## src/pkg/i2csf_pkg.sv

```systemverilog
package i2csf_pkg;

  // ****************************************************************
  // Bus map and field layout
  // ****************************************************************
  localparam int unsigned AW          = 8;
  localparam logic [7:0]  ADR_STATUS  = 8'h00;
  localparam logic [7:0]  ADR_VECTOR  = 8'h04;
  localparam logic [7:0]  ADR_MASK    = 8'h08;
  localparam logic [7:0]  ADR_MODE    = 8'h0C;
  localparam logic [7:0]  ADR_TXDATA  = 8'h10;
  localparam logic [7:0]  ADR_RXDATA  = 8'h14;

  localparam int unsigned BIT_SCD     = 5;
  localparam int unsigned BIT_TRANSMIT_READY_REQUEST    = 4;
  localparam int unsigned BIT_RECEIVE_READY_REQUEST    = 3;
  localparam int unsigned BIT_REGISTER_ACCESS_READY_FLAG    = 2;

  localparam int unsigned BIT_IRS     = 5;
  localparam int unsigned BIT_RM      = 7;
  localparam int unsigned BIT_MST     = 10;
  localparam int unsigned BIT_STP     = 11;
  localparam logic [31:0] MODE_WMASK  = 32'h0000_0CA0;
  localparam logic [31:0] MODE_RST    = 32'h0000_0000;
  localparam logic [31:0] MASK_WMASK  = 32'h0000_003C;
  localparam logic [31:0] MASK_RST    = 32'h0000_0000;

  // ****************************************************************
  // Interrupt source codes
  // ****************************************************************
  localparam logic [2:0]  CODE_NONE   = 3'h0;
  localparam logic [2:0]  CODE_REGISTER_ACCESS_READY_FLAG   = 3'h3;
  localparam logic [2:0]  CODE_RECEIVE_READY_REQUEST   = 3'h4;
  localparam logic [2:0]  CODE_TRANSMIT_READY_REQUEST   = 3'h5;
  localparam logic [2:0]  CODE_SCD    = 3'h6;

  localparam int unsigned NPIN        = 2;
  localparam int unsigned PIN_SCL     = 0;
  localparam int unsigned PIN_SDA     = 1;

  typedef struct packed {
    logic stop_detected_flag;
    logic transmit_ready_request;
    logic receive_ready_request;
    logic register_access_ready_flag;
  } i2csf_flags_t;

endpackage

```

## src/verilog/i2csf_status.sv

```systemverilog
`timescale 1ns/1ps

// Operation
// - Vector read with stop code clears stop flag
// - Writing one clears stop flag
// - Detected STOP sets stop flag
// - Any STOP on bus counts
// - Copy to shift register sets transmit ready
// - Transmit data write clears transmit ready
// - Writing one clears transmit ready
// - Transmit ready forced high in reset
// - Receive copy sets receive ready
// - Receive data read clears receive ready
// - Writing one clears receive ready
// - Module or processor reset clears flags other than transmit ready
// - Access ready only in master mode
// - Starting register use clears access ready
// - Writing one clears access ready
// - Access ready set only after address
// - Non-repeat, no stop: counter zero sets
// - Non-repeat, stop: counter zero issues STOP
// - Repeat mode: each word sets access ready
// - Each flag pollable and drives request
module i2csf_status
  import i2csf_pkg::*;
#(
  parameter int unsigned DW = 8
) (
  input  wire logic          i_ref_clk,
  input  wire logic          i_rst,
  input  wire logic          i_wb_cyc,
  input  wire logic          i_wb_stb,
  input  wire logic          i_wb_we,
  input  wire logic [AW-1:0] i_wb_adr,
  input  wire logic [3:0]    i_wb_sel,
  input  wire logic [31:0]   i_wb_dat,
  output logic      [31:0]   o_wb_dat,
  output logic               o_wb_ack,
  input  wire logic          i_scl,
  input  wire logic          i_sda,
  input  wire logic          i_tx_copied,
  input  wire logic          i_rx_loaded,
  input  wire logic [DW-1:0] i_rx_byte,
  input  wire logic          i_addr_sent,
  input  wire logic          i_regs_used,
  input  wire logic          i_cnt_zero,
  input  wire logic          i_word_done,
  output logic      [DW-1:0] o_tx_data,
  output logic               o_stop_gen,
  output logic               o_module_run,
  output logic               o_master,
  output logic               o_repeat,
  output logic               o_stop_req,
  output i2csf_flags_t       o_requests
);

  // ****************************************************************
  // Bus slave decode
  // ****************************************************************
  logic         ack_ff;
  logic [31:0]  rdat_ff;
  logic [31:0]  mode_ff;
  logic [31:0]  mask_ff;
  logic [DW-1:0] txd_ff;
  logic [DW-1:0] rxd_ff;
  i2csf_flags_t flags_ff;
  logic         addr_seen_ff;
  logic         stopgen_ff;

  wire       req      = i_wb_cyc & i_wb_stb;
  wire       rd_take  = req & ~i_wb_we & ~ack_ff;
  wire       wr_take  = req & i_wb_we & ack_ff;
  wire [31:0] bmask   = {{8{i_wb_sel[3]}}, {8{i_wb_sel[2]}},
                         {8{i_wb_sel[1]}}, {8{i_wb_sel[0]}}};
  wire [31:0] wdat    = i_wb_dat & bmask;

  wire hit_status = i_wb_adr == ADR_STATUS;
  wire hit_vector = i_wb_adr == ADR_VECTOR;
  wire hit_mask   = i_wb_adr == ADR_MASK;
  wire hit_mode   = i_wb_adr == ADR_MODE;
  wire hit_txdata = i_wb_adr == ADR_TXDATA;
  wire hit_rxdata = i_wb_adr == ADR_RXDATA;

  wire wr_status  = wr_take & hit_status;
  wire wr_mask    = wr_take & hit_mask;
  wire wr_mode    = wr_take & hit_mode;
  wire wr_txdata  = wr_take & hit_txdata & i_wb_sel[0];
  wire rd_vector  = rd_take & hit_vector;
  wire rd_rxdata  = rd_take & hit_rxdata;

  // ****************************************************************
  // Mode fields
  // ****************************************************************
  wire mod_run = mode_ff[BIT_IRS];
  wire rm      = mode_ff[BIT_RM];
  wire mst     = mode_ff[BIT_MST];
  wire stop_request_bit     = mode_ff[BIT_STP];

  // ****************************************************************
  // Pin synchronisers and STOP detector
  // ****************************************************************
  logic [NPIN-1:0] pin_s1_ff;
  logic [NPIN-1:0] pin_s2_ff;
  logic [NPIN-1:0] pin_s3_ff;
  logic [NPIN-1:0] pin_lvl_ff;
  logic [NPIN-1:0] pin_old_ff;
  wire  [NPIN-1:0] pin_in = {i_sda, i_scl};

  genvar gp;
  generate
    for (gp = 0; gp < NPIN; gp++) begin : g_pin
      // Level only moves once two later stages agree
      wire nxt_lvl = (pin_s2_ff[gp] == pin_s3_ff[gp]) ? pin_s3_ff[gp]
                                                       : pin_lvl_ff[gp];
      always_ff @(posedge i_ref_clk) begin
        if (i_rst) begin
          pin_s1_ff[gp]  <= 1'b1;
          pin_s2_ff[gp]  <= 1'b1;
          pin_s3_ff[gp]  <= 1'b1;
          pin_lvl_ff[gp] <= 1'b1;
          pin_old_ff[gp] <= 1'b1;
        end else begin
          pin_s1_ff[gp]  <= pin_in[gp];
          pin_s2_ff[gp]  <= pin_s1_ff[gp];
          pin_s3_ff[gp]  <= pin_s2_ff[gp];
          pin_lvl_ff[gp] <= nxt_lvl;
          pin_old_ff[gp] <= pin_lvl_ff[gp];
        end
      end
    end
  endgenerate

  // Data rising while clock stays high, whoever drove it
  wire stop_det = pin_lvl_ff[PIN_SDA] & ~pin_old_ff[PIN_SDA]
                & pin_lvl_ff[PIN_SCL] & pin_old_ff[PIN_SCL];

  // ****************************************************************
  // Interrupt vector
  // ****************************************************************
  i2csf_flags_t en;
  assign en = flags_ff & i2csf_flags_t'(mask_ff[BIT_SCD:BIT_REGISTER_ACCESS_READY_FLAG]);

  wire [2:0] vec_code = en.register_access_ready_flag ? CODE_REGISTER_ACCESS_READY_FLAG :
                        en.receive_ready_request ? CODE_RECEIVE_READY_REQUEST :
                        en.transmit_ready_request ? CODE_TRANSMIT_READY_REQUEST :
                        en.stop_detected_flag  ? CODE_SCD  : CODE_NONE;

  // ****************************************************************
  // Flag set and clear terms
  // ****************************************************************
  wire clr_scd  = (wr_status & wdat[BIT_SCD])
                | (rd_vector & (vec_code == CODE_SCD));
  wire clr_transmit_ready_request = (wr_status & wdat[BIT_TRANSMIT_READY_REQUEST]) | wr_txdata;
  wire clr_receive_ready_request = (wr_status & wdat[BIT_RECEIVE_READY_REQUEST]) | rd_rxdata;
  wire clr_register_access_ready_flag = (wr_status & wdat[BIT_REGISTER_ACCESS_READY_FLAG]) | i_regs_used;

  // Counter end either raises the flag or asks for STOP
  wire cnt_set  = ~rm & ~stop_request_bit & i_cnt_zero;
  wire word_set = rm & i_word_done;
  wire set_register_access_ready_flag = mst & addr_seen_ff & (cnt_set | word_set);
  wire nxt_stopgen = mod_run & mst & ~rm & stop_request_bit & i_cnt_zero;

  // Set terms are ORed last so they beat a clear in the same cycle
  i2csf_flags_t nxt_flags;
  assign nxt_flags.stop_detected_flag  = stop_det | (flags_ff.stop_detected_flag & ~clr_scd);
  assign nxt_flags.transmit_ready_request = i_tx_copied | (flags_ff.transmit_ready_request & ~clr_transmit_ready_request);
  assign nxt_flags.receive_ready_request = i_rx_loaded | (flags_ff.receive_ready_request & ~clr_receive_ready_request);
  assign nxt_flags.register_access_ready_flag = set_register_access_ready_flag | (flags_ff.register_access_ready_flag & ~clr_register_access_ready_flag);

  wire nxt_addr_seen = mst & (i_addr_sent | addr_seen_ff);

  // ****************************************************************
  // Read mux
  // ****************************************************************
  wire [31:0] status_word = (32'(flags_ff.stop_detected_flag)  << BIT_SCD)
                          | (32'(flags_ff.transmit_ready_request) << BIT_TRANSMIT_READY_REQUEST)
                          | (32'(flags_ff.receive_ready_request) << BIT_RECEIVE_READY_REQUEST)
                          | (32'(flags_ff.register_access_ready_flag) << BIT_REGISTER_ACCESS_READY_FLAG);
  wire [31:0] nxt_rdat =
      hit_status ? status_word :
      hit_vector ? 32'(vec_code) :
      hit_mask   ? mask_ff :
      hit_mode   ? mode_ff :
      hit_txdata ? 32'(txd_ff) :
      hit_rxdata ? 32'(rxd_ff) : 32'h0000_0000;

  // ****************************************************************
  // Registers
  // ****************************************************************
  always_ff @(posedge i_ref_clk) begin
    if (i_rst) begin
      ack_ff  <= 1'b0;
      rdat_ff <= 32'h0000_0000;
    end else begin
      ack_ff  <= req & ~ack_ff;
      rdat_ff <= rd_take ? nxt_rdat : rdat_ff;
    end
  end

  always_ff @(posedge i_ref_clk) begin
    if (i_rst) begin
      mode_ff <= MODE_RST;
      mask_ff <= MASK_RST;
      txd_ff  <= '0;
    end else begin
      if (wr_mode) begin
        mode_ff <= (mode_ff & ~(bmask & MODE_WMASK)) | (wdat & MODE_WMASK);
      end
      if (wr_mask) begin
        mask_ff <= (mask_ff & ~(bmask & MASK_WMASK)) | (wdat & MASK_WMASK);
      end
      if (wr_txdata) begin
        txd_ff <= wdat[DW-1:0];
      end
    end
  end

  always_ff @(posedge i_ref_clk) begin
    if (i_rst) begin
      flags_ff     <= '{stop_detected_flag: 1'b0, transmit_ready_request: 1'b1, receive_ready_request: 1'b0, register_access_ready_flag: 1'b0};
      addr_seen_ff <= 1'b0;
      stopgen_ff   <= 1'b0;
    end else if (!mod_run) begin
      flags_ff     <= '{stop_detected_flag: 1'b0, transmit_ready_request: 1'b1, receive_ready_request: 1'b0, register_access_ready_flag: 1'b0};
      addr_seen_ff <= 1'b0;
      stopgen_ff   <= 1'b0;
    end else begin
      flags_ff     <= nxt_flags;
      addr_seen_ff <= nxt_addr_seen & ~stop_det;
      stopgen_ff   <= nxt_stopgen;
    end
  end

  // Receive data is kept even in module reset so software may drain it
  always_ff @(posedge i_ref_clk) begin
    if (i_rst) begin
      rxd_ff <= '0;
    end else if (i_rx_loaded) begin
      rxd_ff <= i_rx_byte;
    end
  end

  // ****************************************************************
  // Outputs
  // ****************************************************************
  assign o_wb_ack     = ack_ff;
  assign o_wb_dat     = rdat_ff;
  assign o_tx_data    = txd_ff;
  assign o_stop_gen   = stopgen_ff;
  assign o_module_run = mod_run;
  assign o_master     = mst;
  assign o_repeat     = rm;
  assign o_stop_req   = stop_request_bit;
  assign o_requests   = en;
endmodule // i2csf_status
```

## config.mk

```make
export PLATFORM = sky130hd
export DESIGN_NAME = i2csf_status
export DESIGN_NICKNAME = d
export VERILOG_FILES = /design/src/pkg/i2csf_pkg.sv /design/src/verilog/i2csf_status.sv
export SDC_FILE = /design/constraint.sdc
export NUM_CORES = 1
export LEC_CHECK = 0
export BUFFER_PORTS_ARGS = -buffer_cell sky130_fd_sc_hd__clkbuf_2
export CAP_MARGIN = 30
export CORE_UTILIZATION = 35
export CTS_CLUSTER_SIZE = 12
export DETAILED_ROUTE_END_ITERATION = 16
export GPL_TIMING_DRIVEN = 0
export PLACE_DENSITY = 0.62
export SLEW_MARGIN = 20
export SYNTH_ARGS = -nofsm -noshare
export SYNTH_HDL_FRONTEND = slang
export SYNTH_SLANG_ARGS = --single-unit
```

## constraint.sdc

```tcl
create_clock -name i_ref_clk -period 3.6 [get_ports i_ref_clk]
set_input_delay 0.36 -clock i_ref_clk [delete_from_list [all_inputs] [get_ports i_ref_clk]]
set_output_delay 0.36 -clock i_ref_clk [all_outputs]
set_load 0.005 [all_outputs]
```

# --- After elaboration in Yosys (flattened, before gate mapping) ---
# Index checks and enable logic that the tools add are counted.
totals:
  regBits: 129
classes:
  reduce_logical: 2
  muxes: 10
  bitwise: 68
  eq_ne: 8
ops:
  columns: ["cell", "n"]
  rows:
  - ["two-way mux 32 bit", 4]
  - ["AND 32 bit", 2]
  - ["AND 1 bit", 36]
  - ["inverter 12 -> 32 bit", 1]
  - ["inverter 6 -> 32 bit", 1]
  - ["bitwise OR 32 x 12 -> 32 bit", 1]
  - ["bitwise OR 32 x 6 -> 32 bit", 1]
  - ["== test 8 x 4 -> 1 bit (second input constant)", 2]
  - ["== test 8 x 5 -> 1 bit (second input constant)", 2]
  - ["two-way mux 8 bit", 2]
  - ["AND 12 bit", 1]
  - ["two-way mux 3 bit", 4]
  - ["inverter 1 bit", 11]
  - ["bitwise OR 1 bit", 10]
  - ["== test 8 x 3 -> 1 bit (second input constant)", 1]
  - ["zero test 8 bit", 1]
  - ["bitwise OR 6 x 3 -> 6 bit", 1]
  - ["bitwise OR 6 x 4 -> 6 bit", 1]
  - ["bitwise OR 6 x 5 -> 6 bit", 1]
  - ["AND 4 bit", 1]
  - ["== test 3 bit (second input constant)", 1]
  - ["== test 1 bit", 2]
  - ["OR reduction 2 bit", 1]

# --- Longest topological paths before layout ---
# Gate-level depths: netlist (run 1).
logic_depth:
  word_depth: 11
  depth_mapped: 6
  depth_no_buf: 5

# --- Worst setup path before layout (run 1) ---
# OpenSTA, ideal clock, no wires.
synth_path:
  kind: "input to register"
  from: "in i_wb_adr[5]"
  to: "reg flags_ff[2] (netlist name)"
  slack_ns: 2.050
  arrival_ns: 1.428
  path_stages: 4
  path_cell_list: "nor4_4 -> and4_4 -> nand2_1 -> a311o_1"
synth_between:
  elab_chain_len: 7
  elab_cells_between_ends: 10
  classes_between: "1 x eq/ne; 8 x bitwise; 1 x reduce/logical"
synth_lines:
  columns: ["element", "line_no", "text"]
  rows:
  - ["start, declared", "i2csf_status.sv:34", "input wire logic [AW-1:0] i_wb_adr,"]
  - ["== test 8 x 5 -> 1 bit / zero test 8 bit (equally long branches)", "i2csf_status.sv:81, i2csf_status.sv:77", null]
  - ["AND 1 bit, on equally long branches", "i2csf_status.sv:87, i2csf_status.sv:84", null]
  - ["AND 1 bit, on equally long branches", "i2csf_status.sv:87, i2csf_status.sv:153", null]
  - ["bitwise OR 1 bit *", "i2csf_status.sv:153", "wire clr_transmit_ready_request = (wr_status & wdat[BIT_TRANSMIT_READY_REQUEST]) | wr_txdata;"]
  - ["inverter 1 bit *", "i2csf_status.sv:166", "assign nxt_flags.transmit_ready_request = i_tx_copied | (flags_ff.transmit_ready_request & ~clr_transmit_ready ..."]
  - ["AND 1 bit *", "i2csf_status.sv:166", null]
  - ["bitwise OR 1 bit *", "i2csf_status.sv:166", null]
  - ["end signal, assigned", "i2csf_status.sv:220", "flags_ff <= '{stop_detected_flag: 1'b0, transmit_ready_request: 1'b1, receive_ready_request: 1'b0, register_ac ..."]
  - ["end signal, assigned", "i2csf_status.sv:224", "flags_ff <= '{stop_detected_flag: 1'b0, transmit_ready_request: 1'b1, receive_ready_request: 1'b0, register_ac ..."]
  - ["end signal, assigned", "i2csf_status.sv:228", "flags_ff <= nxt_flags;"]
  - ["end, declared", "i2csf_status.sv:66", "i2csf_flags_t flags_ff;"]
# Mark *: on every way between the ends. The rest lies on a longest branch, timed or not.
# A chain may end at the register's enable or synchronous reset.

# --- Worst setup path in the final report (run 1) ---
layout_path:
  from: "reg ack_ff, in the netlist o_wb_ack"
  to: "reg flags_ff[2] (netlist name)"
layout_between:
  elab_chain_len: 7
  elab_cells_between_ends: 9
  classes_between: "9 x bitwise"
layout_lines:
  columns: ["element", "line_no", "text"]
  rows:
  - ["start, declared", "i2csf_status.sv:60", "logic ack_ff;"]
  - ["start signal, assigned", "i2csf_status.sv:195", "ack_ff <= req & ~ack_ff;"]
  - ["AND 1 bit *", "i2csf_status.sv:72", "wire wr_take = req & i_wb_we & ack_ff;"]
  - ["AND 1 bit, on equally long branches", "i2csf_status.sv:84, i2csf_status.sv:87", null]
  - ["AND 1 bit, on equally long branches", "i2csf_status.sv:153, i2csf_status.sv:87", null]
  - ["bitwise OR 1 bit *", "i2csf_status.sv:153", null]
  - ["inverter 1 bit *", "i2csf_status.sv:166", null]
  - ["AND 1 bit *", "i2csf_status.sv:166", null]
  - ["bitwise OR 1 bit *", "i2csf_status.sv:166", null]
# Marks and branches as above.

==> run summary, run 1 <==
## CTS
- 51 — clock tree sinks
- clkbuf_8 — clock tree root driver cell
- 0 — Hold-fix buffers, CTS
- 100 ps — register clock-pin slew on the reported worst setup and hold paths
- 2 — level count of the clock H-tree
- 0 — number of post-CTS setup repair buffers
- 2 — Max Buffers Root-to-Sink
- 5 — number of CTS-inserted buffers
- 0 — post-cts gate resize count
- 310 ps — Skew-Pair Late Insertion Delay
- done — CTS tree

## Critical path
- 1980 ps — Data arrival, critical path
- dfxtp_1 — cell at the slowest stage of the critical path
- flip-flop — kind of capture point of the worst setup path
- o_wb_ack — startpoint of the worst setup timing path
- o_wb_ack — worst r2r src
- 2 — Bufs and invs on worst path
- 9 — maximum fanout count along the critical path
- flip-flop to flip-flop — critical path type
- buffers and inverters — Largest delay share family, worst path
- 390 ps — CP peak stage delay
- 3810 ps — Data required, critical path
- and4_1, clkbuf_1, nand4_1, buf_2, a311o_1 — cell-by-cell trace of the critical path
- flip-flop — kind of start point of the critical path

## Timing
- 0 — final number of setup-violating endpoints
- 0.492 — final cycle utilization of the critical path
- 0 — final hold violation count
- 689 ps — Worst-Margin Slew
- 0.534 — worst slew margin relative to its limit
- 0 ps — post-route setup TNS
- 0 — max-slew violation total from the final report
- 238 ps — worst hold slack
- 5.96 ps — worst clock skew
- false — RSZ-0062 raised after global routing
- 1770 ps — fin crit period
- 564 MHz — timing-limited maximum frequency

## Route
- 13.9 µm — average routed wire per standard cell
- 2,180 — total via count in the routed design
- 4 — number of detailed-route iterations in the first pass
- 87 — initial DRC count
- 0 — remaining antenna violation count
- 6150 µm — post-detailed-routing wire length
- 4.91 — routed vias/inst
- 0 — # DRC

## Die
- 115 — IO Count
- 85.6 µm — Die Span X
- 6760 µm² — area inside the core boundary
- 0.362 — starting utilization of the core area
- 30 — number of core rows
- 7330 µm² — Total Die Area
- 85.6 µm — Vert. Die Dim

## Final layout
- 428 — Final nets
- 24.6% — Area Overhead vs Synth
- 0.451 — share of the core filled with cells
- 0.332 — share of layout cells above drive strength 1
- 3050 µm² — finished layout cell area
- 0 — number of antenna cells inserted

## Placement
- 2960 µm² — Cell Area, Placed
- 0.869 — Placer Congestion
- 67 — port buffer count
- 4820 µm — hpwl dp

## Synth
- 9.13 µm² — average footprint of a synthesized cell
- 0.417 — sequential cell area fraction in the yosys report
- 0 — Post-synth EDFFs
- 0 — async set-or-reset flop fraction in the synthesized netlist
- 268 — gate count of the mapped netlist
- 0 — Yosys Warn Count
- dfxtp_1 — leading register cell type out of synthesis
- 51 — Seq cells post-synth
- 2450 µm² — area of the mapped netlist
- 53 — count of cell types in the netlist

## Worst hold path
- i_sda — startpoint of the worst hold path
- input pin to flip-flop — hold crit path type

## Pwr
- 261 µW — total net switching power
- 0.000183 V — worst ir drop on vdd
- 0.255 — share of total power consumed by net switching
- 765 µW — internal power contribution
- 0.111 — combinational fraction of design power
- 0.325 — clock share of power
- 336 nW/µm² — power density of the placed cells
- 0.00142 µW — Static Leak
- 0.564 — register share of total power

## Global route
- 17 — pin count of the biggest net entering global routing
- 2,117 — vias in the first global route
- 0.177 — GRT Total Usage
- 0 — grt ovf
- 10,200 µm — global-route wire length before repair
- 0 — antenna violations before repair

## Run
- 0 — maxcap violations

## Run status
- complete, no violations — run status

==> Yosys cell counts (all sizes together) (5+ instances only) <==
| cell | instances | share of area |
|---|---|---|
| dfxtp | 51 | 0.42 |
| buf | 26 | 0.077 |
| nor2 | 25 | 0.038 |
| a21oi | 21 | 0.043 |
| mux2i | 17 | 0.070 |
| nand2 | 13 | 0.020 |
| o21ai | 11 | 0.022 |
| clkbuf | 10 | 0.015 |
| nand3 | 10 | 0.020 |
| or2 | 8 | 0.020 |
| nand4 | 7 | 0.018 |
| mux2 | 6 | 0.028 |
| nor3 | 5 | 0.010 |
==> metal layers <==
| layer | share of wire | vias to the layer above | wire (µm) | global-route usage |
|---|---|---|---|---|
| met1 | 0.46 | 984 | 2820 | 0.223 |
| met3 | 0.064 | 7 | 394 | 0.0433 |
| met5 | 0 | - | 0 | 0 |
| met2 | 0.46 | 81 | 2850 | 0.298 |
| met4 | 0.015 | 0 | 90 | 0.0576 |
| li1 | - | 1108 | - | - |
==> cells in the final DEF, fill, tap and decap left out, types with 3 or more instances in the layout <==
| cell | netlist | routed |
|---|---|---|
| mux2i_1 | 17 | 17 |
| nor2b_1 | 3 | 3 |
| buf_4 | 23 | 23 |
| nand4_1 | 7 | 7 |
| a22oi_1 | 3 | 3 |
| buf_2 | 3 | 3 |
| inv_1 | 3 | 3 |
| dfxtp_1 | 51 | 51 |
| o21ai_0 | 11 | 11 |
| nand3b_1 | 3 | 3 |
| nor2_1 | 25 | 25 |
| clkbuf_2 | 0 | 67 |
| or2_2 | 8 | 8 |
| o21bai_1 | 3 | 3 |
| clkbuf_8 | 0 | 5 |
| mux2_2 | 6 | 6 |
| nand3_1 | 10 | 10 |
| clkbuf_1 | 10 | 10 |
| nand2_1 | 13 | 13 |
| or2b_1 | 3 | 3 |
| nor3_1 | 5 | 5 |
| a21oi_1 | 21 | 21 |
| conb_1 | 1 | 22 |
==> metrics by stage <==
stage | total power [µW] | setup WS (ps) | instances
4_1_cts | 1030 | 1810 | 444
5_1_grt | 1070 | 1690 | 444
3_5_place_dp | 706 | 1660 | 436
6_report | 1030 | 1830 | 444
3_3_place_gp | 704 | 1650 | 436
2_1_floorplan | 657 | 2050 | 289
==> cell families after synthesis <==
| logic type | synth area share |
|---|---|
| AO/OA/AOI/OAI | 0.150 |
| buffers and inverters | 0.0966 |
| flip-flops | 0.417 |
| multiplexers | 0.0971 |
| other | 0.00153 |
| AND/OR/NAND/NOR | 0.237 |
==> worst paths after layout <==
| check | cells past startpoint | to | slack [ps] |
|---|---|---|---|
| max | 5 | flags_ff[2] | 1830 |
| min | 2 | pin_s1_ff[1] | 240 |
| max reg2reg | 5 | flags_ff[2] | 1830 |
| min reg2reg | 1 | pin_s2_ff[1] | 420 |
==> power by group through the flow <==
stage / Combinational, µW / Clock, µW / Sequential [µW]
floorplan: 66.5 / 0 / 591
global placement: 112 / 0 / 592
detailed placement: 113 / 0 / 592
CTS: 114 / 341 / 579
global route: 127 / 363 / 581
finish: 114 / 333 / 579
==> final cells by class <==
class | instances | area [µm²]
tap | 80 | 100
fill | 736 | 3710
clock buffer | 5 | 68.8
buffer | 36 | 225
timing repair buffer | 67 | 335
inverter | 3 | 11.3
clock inverter | 3 | 20.0
multi-input combinational | 199 | 1270
sequential | 51 | 1020
No activity file was read; power rests on OpenSTA's default activity.
==> run 2: changes to the inputs <==
Clock period 3.6 ns to 1.7 ns, I/O delays scaled along.
==> run 2 against run 1 <==
Effect of this change: first-iteration DRC count rose by 18%; setup slack lost 1700 ps; final area unchanged; via count hardly changed; die area did not move; utilization unchanged; global-route usage about the same; power up 110%; worst hold slack got worse by 190 ps; flip-flop and latch count unchanged; combinational power is 110% higher; sequential share of layout area did not move; critical path type unchanged; critical endpoint unchanged; largest cell class unchanged.
==> run summary, run 2 (same netlist as run 1, synthesis figures left out) <==
## Timing
- 1570 ps — fin crit period, -203 ps
- 4.32 ps — worst clock skew, -1.64 ps
- 637 MHz — timing-limited maximum frequency, +13%
- false — RSZ-0062 raised after global routing
- 43.9 ps — worst hold slack, -194 ps
- 130 ps — slack of the critical path, -1700 ps
- 0.534 — worst slew margin relative to its limit, about the same
- 0 — max-slew violation total from the final report, unchanged
- 689 ps — Worst-Margin Slew, -0.531 ps
- 0 — final number of setup-violating endpoints, unchanged
- 0 — final hold violation count, unchanged
- 0.923 — final cycle utilization of the critical path, +0.431

## Route
- 103 — initial DRC count, +18%
- 0 — remaining antenna violation count, unchanged
- 6150 µm — post-detailed-routing wire length, about the same
- 13.9 µm — average routed wire per standard cell, +0.44%
- 4.93 — routed vias/inst, +0.41%
- 0 — # DRC, unchanged
- 2,179 — total via count in the routed design, -0.046%
- 4 — number of detailed-route iterations in the first pass, unchanged

## Critical path
- 9 — maximum fanout count along the critical path, unchanged
- 1910 ps — Data required, critical path, -1900 ps
- 390 ps — CP peak stage delay, about the same
- flip-flop — kind of start point of the critical path
- and4_2, nand4_1, buf_2, a311o_1 — cell-by-cell trace of the critical path
- dfxtp_1 — cell at the slowest stage of the critical path
- 4 — path depth of the worst reg2reg path, -1
- flags_ff[2] — end of the worst register-to-register path
- 130 ps — minimum setup slack among reg-to-reg paths, -1700 ps
- 1780 ps — Data arrival, critical path, -200 ps
- o_wb_ack — worst r2r src
- flip-flop — kind of capture point of the worst setup path
- flip-flop to flip-flop — critical path type

## Placement
- 436 — Post-Place Cells, unchanged
- -60.5 ps — worst setup slack before clock tree synthesis, -1720 ps
- 2960 µm² — Cell Area, Placed, unchanged
- 0.869 — Placer Congestion, unchanged
- 67 — port buffer count, unchanged
- 4820 µm — hpwl dp, unchanged

## Pwr
- 0.564 — register share of total power, about the same
- 1620 µW — internal power contribution, +110%
- 0.255 — share of total power consumed by net switching, about the same
- 0.111 — combinational fraction of design power, about the same
- 0.325 — clock share of power, about the same
- 712 nW/µm² — power density of the placed cells, +110%
- 0.00142 µW — Static Leak, about the same
- 0.000386 V — worst ir drop on vdd, +110%
- 554 µW — total net switching power, +110%

## Die
- 85.6 µm — Die Span X, unchanged
- 30 — number of core rows, unchanged
- 115 — IO Count, unchanged
- 85.6 µm — Vert. Die Dim, unchanged
- 7330 µm² — Total Die Area, unchanged
- 0.362 — starting utilization of the core area, unchanged
- 6760 µm² — area inside the core boundary, unchanged

## Final layout
- 0.343 — share of layout cells above drive strength 1, +0.0101
- 733 — # fillers, -0.41%
- clkbuf_2, dfxtp_1, nor2_1, buf_4, conb_1 — commonest cells after routing, fill and taps aside
- 3050 µm² — finished layout cell area, unchanged
- 442 — filler-free cell count of the finished design, -0.45%
- clkbuf_2 — leading cell type in the layout, fill and taps excluded
- 24.6% — Area Overhead vs Synth, unchanged
- 426 — Final nets, -0.47%
- 0 — number of antenna cells inserted, unchanged

## CTS
- 51 — clock tree sinks, unchanged
- 310 ps — Skew-Pair Late Insertion Delay, about the same
- 0 — number of post-CTS setup repair buffers, unchanged
- 5 — number of CTS-inserted buffers, unchanged
- 2 — Max Buffers Root-to-Sink, unchanged
- done — CTS tree
- 2 — level count of the clock H-tree, unchanged
- 90 ps — register clock-pin slew on the reported worst setup and hold paths, about the same
- clkbuf_8 — clock tree root driver cell
- 1 — post-cts gate resize count, +1
- 0 — Hold-fix buffers, CTS, unchanged

## Global route
- 0.177 — GRT Total Usage, -0.000408
- 17 — pin count of the biggest net entering global routing, unchanged
- 2,115 — vias in the first global route, -0.094%
- 0 — grt ovf, unchanged
- 10,100 µm — global-route wire length before repair, -0.27%
- 0 — antenna violations before repair, unchanged

## Worst hold path
- i_sda — startpoint of the worst hold path
- input pin to flip-flop — hold crit path type
- 2 — Hold Path Cell Cnt, unchanged
- pin_s1_ff[1] — Min-Delay Endpoint

## Run
- 0 — maxcap violations, unchanged

## Run status
- complete, no violations — run status

==> run 2: routing by layer <==
layer / routed length, µm / vias to the layer above / global-route usage
met5: 0 / - / 0
met1: 2830 / 991 / 0.223
met4: 96 / 0 / 0.0576
met3: 415 / 8 / 0.0433
li1: - / 1104 / -
met2: 2810 / 76 / 0.297
==> run 2: area by class of cell <==
| type | count | area, µm² | share of cell area |
|---|---|---|---|
| Inverter | 3 | 11.3 | 0.00369 |
| Sequential cell | 51 | 1020 | 0.335 |
| Clock buffer | 5 | 68.8 | 0.0226 |
| Multi-Input combinational cell | 199 | 1270 | 0.418 |
| Timing Repair Buffer | 67 | 335 | 0.110 |
| Buffer | 34 | 219 | 0.0718 |
| Clock inverter | 3 | 20.0 | 0.00656 |
| Tap cell | 80 | 100 | 0.0328 |
==> run 2: worst max path at each step <==
stage / start / endpoint / slack (ps) / cells after the start
finish: o_wb_ack / flags_ff[2] / 130 / 4
global route: o_wb_ack / o_wb_dat[1] / 6 / 5
CTS: o_wb_ack / flags_ff[2] / 40 / 4
detailed placement: o_wb_ack / flags_ff[2] / -60 / 5
global placement: i_wb_adr[4] / flags_ff[2] / -60 / 5
floorplan: o_wb_ack / flags_ff[2] / 180 / 5
==> run 2: power groups by stage <==
| stage | combinational (µW) | clock [µW] | sequential (µW) |
|---|---|---|---|
| finish | 241 | 706 | 1230 |
| floorplan | 141 | 0 | 1250 |
| global placement | 238 | 0 | 1250 |
| global route | 269 | 769 | 1230 |
| detailed placement | 240 | 0 | 1250 |
| CTS | 241 | 722 | 1230 |
==> run 2: stage by stage <==
| step | TNS (ps) | utilization | total power [µW] |
|---|---|---|---|
| final | 0 | 0.451 | 2170 |
| after global routing | 0 | 0.451 | 2270 |
| after CTS | 0 | 0.452 | 2190 |
| after detailed placement | -102 | 0.438 | 1490 |
| after global placement | -117 | 0.438 | 1490 |
| after floorplan | 0 | - | 1390 |
==> run 2: critical path: cells and delay by family (launching register included) <==
kind	cells	cell delay [ps]
and+or+nand+nor	2	470
buffers and inverters	1	250
AOI/OAI and AO/OA	1	340
DFF	1	390
==> run 3: changes to the inputs <==
Settings changed: CELL_PAD_IN_SITES_DETAIL_PLACEMENT set to 0, CELL_PAD_IN_SITES_GLOBAL_PLACEMENT set to 1, CORE_UTILIZATION 35 to 33, PLACE_DENSITY 0.62 to 0.78, SKIP_LAST_GASP set to 1.
==> run 3 against run 2 <==
Effect of this change: clock skew shrank 0.59 ps; critical path type unchanged; fmax grew 0.68%; cell count up 4.5%.
==> run summary, run 3 (same netlist as run 1, synthesis figures left out) <==
## Worst hold path
- 2 — Hold Path Cell Cnt, unchanged
- input pin to flip-flop — hold crit path type

## Timing
- 0 ps — post-route setup TNS, unchanged
- 641 MHz — timing-limited maximum frequency, +0.68%
- 1560 ps — fin crit period, -10.6 ps
- 0.917 — final cycle utilization of the critical path, -0.00622
- 0.517 — worst slew margin relative to its limit, -0.0172
- 724 ps — Worst-Margin Slew, +35.6 ps
- true — RSZ-0062 raised after global routing
- 3.73 ps — worst clock skew, -0.590 ps
- 0 — max-slew violation total from the final report, unchanged
- 0 — final hold violation count, unchanged
- 0 — final number of setup-violating endpoints, unchanged

## Global route
- 0 — antenna violations before repair, unchanged
- 0 — grt ovf, unchanged
- 0.178 — GRT Total Usage, +0.00111
- 10,300 µm — global-route wire length before repair, +2.0%
- 15 — pin count of the biggest net entering global routing, -2
- 2,034 — vias in the first global route, -3.8%

## Route
- 143 — initial DRC count, +39%
- 14.3 µm — average routed wire per standard cell, +2.5%
- 4.85 — routed vias/inst, -1.7%
- 2,239 — total via count in the routed design, +2.8%
- 0 — # DRC, unchanged
- 4 — number of detailed-route iterations in the first pass, unchanged
- 0 — remaining antenna violation count, unchanged
- 6590 µm — post-detailed-routing wire length, +7.2%

## Critical path
- 10 — maximum fanout count along the critical path, +1
- 1800 ps — Data arrival, critical path, +20 ps
- 1940 ps — Data required, critical path, +30 ps
- 5 — path depth of the worst reg2reg path, +1
- flip-flop — kind of capture point of the worst setup path
- flip-flop to flip-flop — critical path type
- 140 ps — minimum setup slack among reg-to-reg paths, about the same
- flip-flop — kind of start point of the critical path

## Placement
- 67 — port buffer count, unchanged
- 5070 µm — hpwl dp, +5.2%
- 455 — Post-Place Cells, +4.4%
- 0.868 — Placer Congestion, -0.15%

## Die
- 88.1 µm — Die Span X, +2.9%
- 0.339 — starting utilization of the core area, -0.0230
- 31 — number of core rows, +3.3%
- 7210 µm² — area inside the core boundary, +6.8%
- 7760 µm² — Total Die Area, +5.9%
- 115 — IO Count, unchanged
- 88.1 µm — Vert. Die Dim, +2.9%

## Final layout
- 0 — number of antenna cells inserted, unchanged
- clkbuf_2 — leading cell type in the layout, fill and taps excluded
- 427 — Final nets, +0.23%
- 462 — filler-free cell count of the finished design, +4.5%
- 756 — # fillers, +3.1%
- 0.339 — share of layout cells above drive strength 1, -0.00370
- clkbuf_2, dfxtp_1, nor2_1, buf_4, conb_1 — commonest cells after routing, fill and taps aside
- 25.5% — Area Overhead vs Synth

## CTS
- 5 — number of CTS-inserted buffers, unchanged
- clkbuf_8 — clock tree root driver cell
- 0 — Hold-fix buffers, CTS, unchanged
- 51 — clock tree sinks, unchanged
- 90 ps — register clock-pin slew on the reported worst setup and hold paths, about the same
- done — CTS tree
- 2 — Max Buffers Root-to-Sink, unchanged
- 300 ps — Skew-Pair Late Insertion Delay, about the same
- 2 — level count of the clock H-tree, unchanged
- 0 — number of post-CTS setup repair buffers, unchanged

## Pwr
- 0.00143 µW — Static Leak, +0.47%
- 703 nW/µm² — power density of the placed cells, -1.4%
- 0.000315 V — worst ir drop on vdd, -18%

## Run status
- complete, no violations — run status

## Run
- 0 — maxcap violations, unchanged

==> run 3: changes by cell type in the layout (fill, tap and decap cells not counted) <==
cell / previous run / this run
clkbuf_1: 7 / 9
clkbuf_2: 68 / 69
clkinvlp_4: 2 / 0
==> run 3: worst max-delay path: stages, from the launching register on <==
cell and delay [ps]:
dfxtp_1 350, nand4bb_1 270, clkbuf_2 270, nor3b_2 290, o211ai_1 150, o21ai_0 170
==> run 3: timing repair <==
item	4_1_cts	5_1_grt
endpoints found under the setup margin	2	6
resized for setup	1	5
gates cloned	0	0
pin swaps	0	0
==> run 3: layout make-up <==
cell class | instances | area, µm² | share of cell area
Sequential cell | 51 | 1020 | 0.332
Tap cell | 99 | 124 | 0.0403
Clock buffer | 7 | 76.3 | 0.0248
Clock inverter | 1 | 5.00 | 0.00163
Inverter | 3 | 11.3 | 0.00367
Multi-Input combinational cell | 199 | 1270 | 0.415
Timing Repair Buffer | 67 | 335 | 0.109
Buffer | 35 | 224 | 0.0729
==> run 3: worst paths after layout <==
| kind | startpoint | end |
|---|---|---|
| max reg2reg | o_wb_ack | o_wb_dat[1] |
| max | o_wb_ack | o_wb_dat[1] |
| min | i_sda | pin_s1_ff[1] |
| min reg2reg | pin_s1_ff[1] | pin_s2_ff[1] |
==> run 3: metrics by stage <==
stage	area [µm²]	hold WS, ps	total power (µW)	setup WS, ps	util
after floorplan	2530	274	1390	183	-
after detailed placement	2990	360	1500	-59.7	0.414
after global routing	3070	46.2	2260	-32.8	0.426
final	3070	48.3	2160	141	0.426
after global placement	2990	363	1490	-44.7	0.414
after CTS	3070	44.9	2170	55.2	0.425
==> run 3: routing by layer <==
layer | vias to the layer above | wire (µm) | global-route usage
met1 | 1041 | 3100 | 0.240
met5 | - | 0 | 0
li1 | 1108 | - | -
met2 | 81 | 2970 | 0.286
met3 | 9 | 436 | 0.0358
met4 | 0 | 87 | 0.0572
==> run 3: where the power goes <==
group	internal [µW]	switching (µW)
logic	117	127
clock network	290	398
registers	1220	10.7
total	1620	535
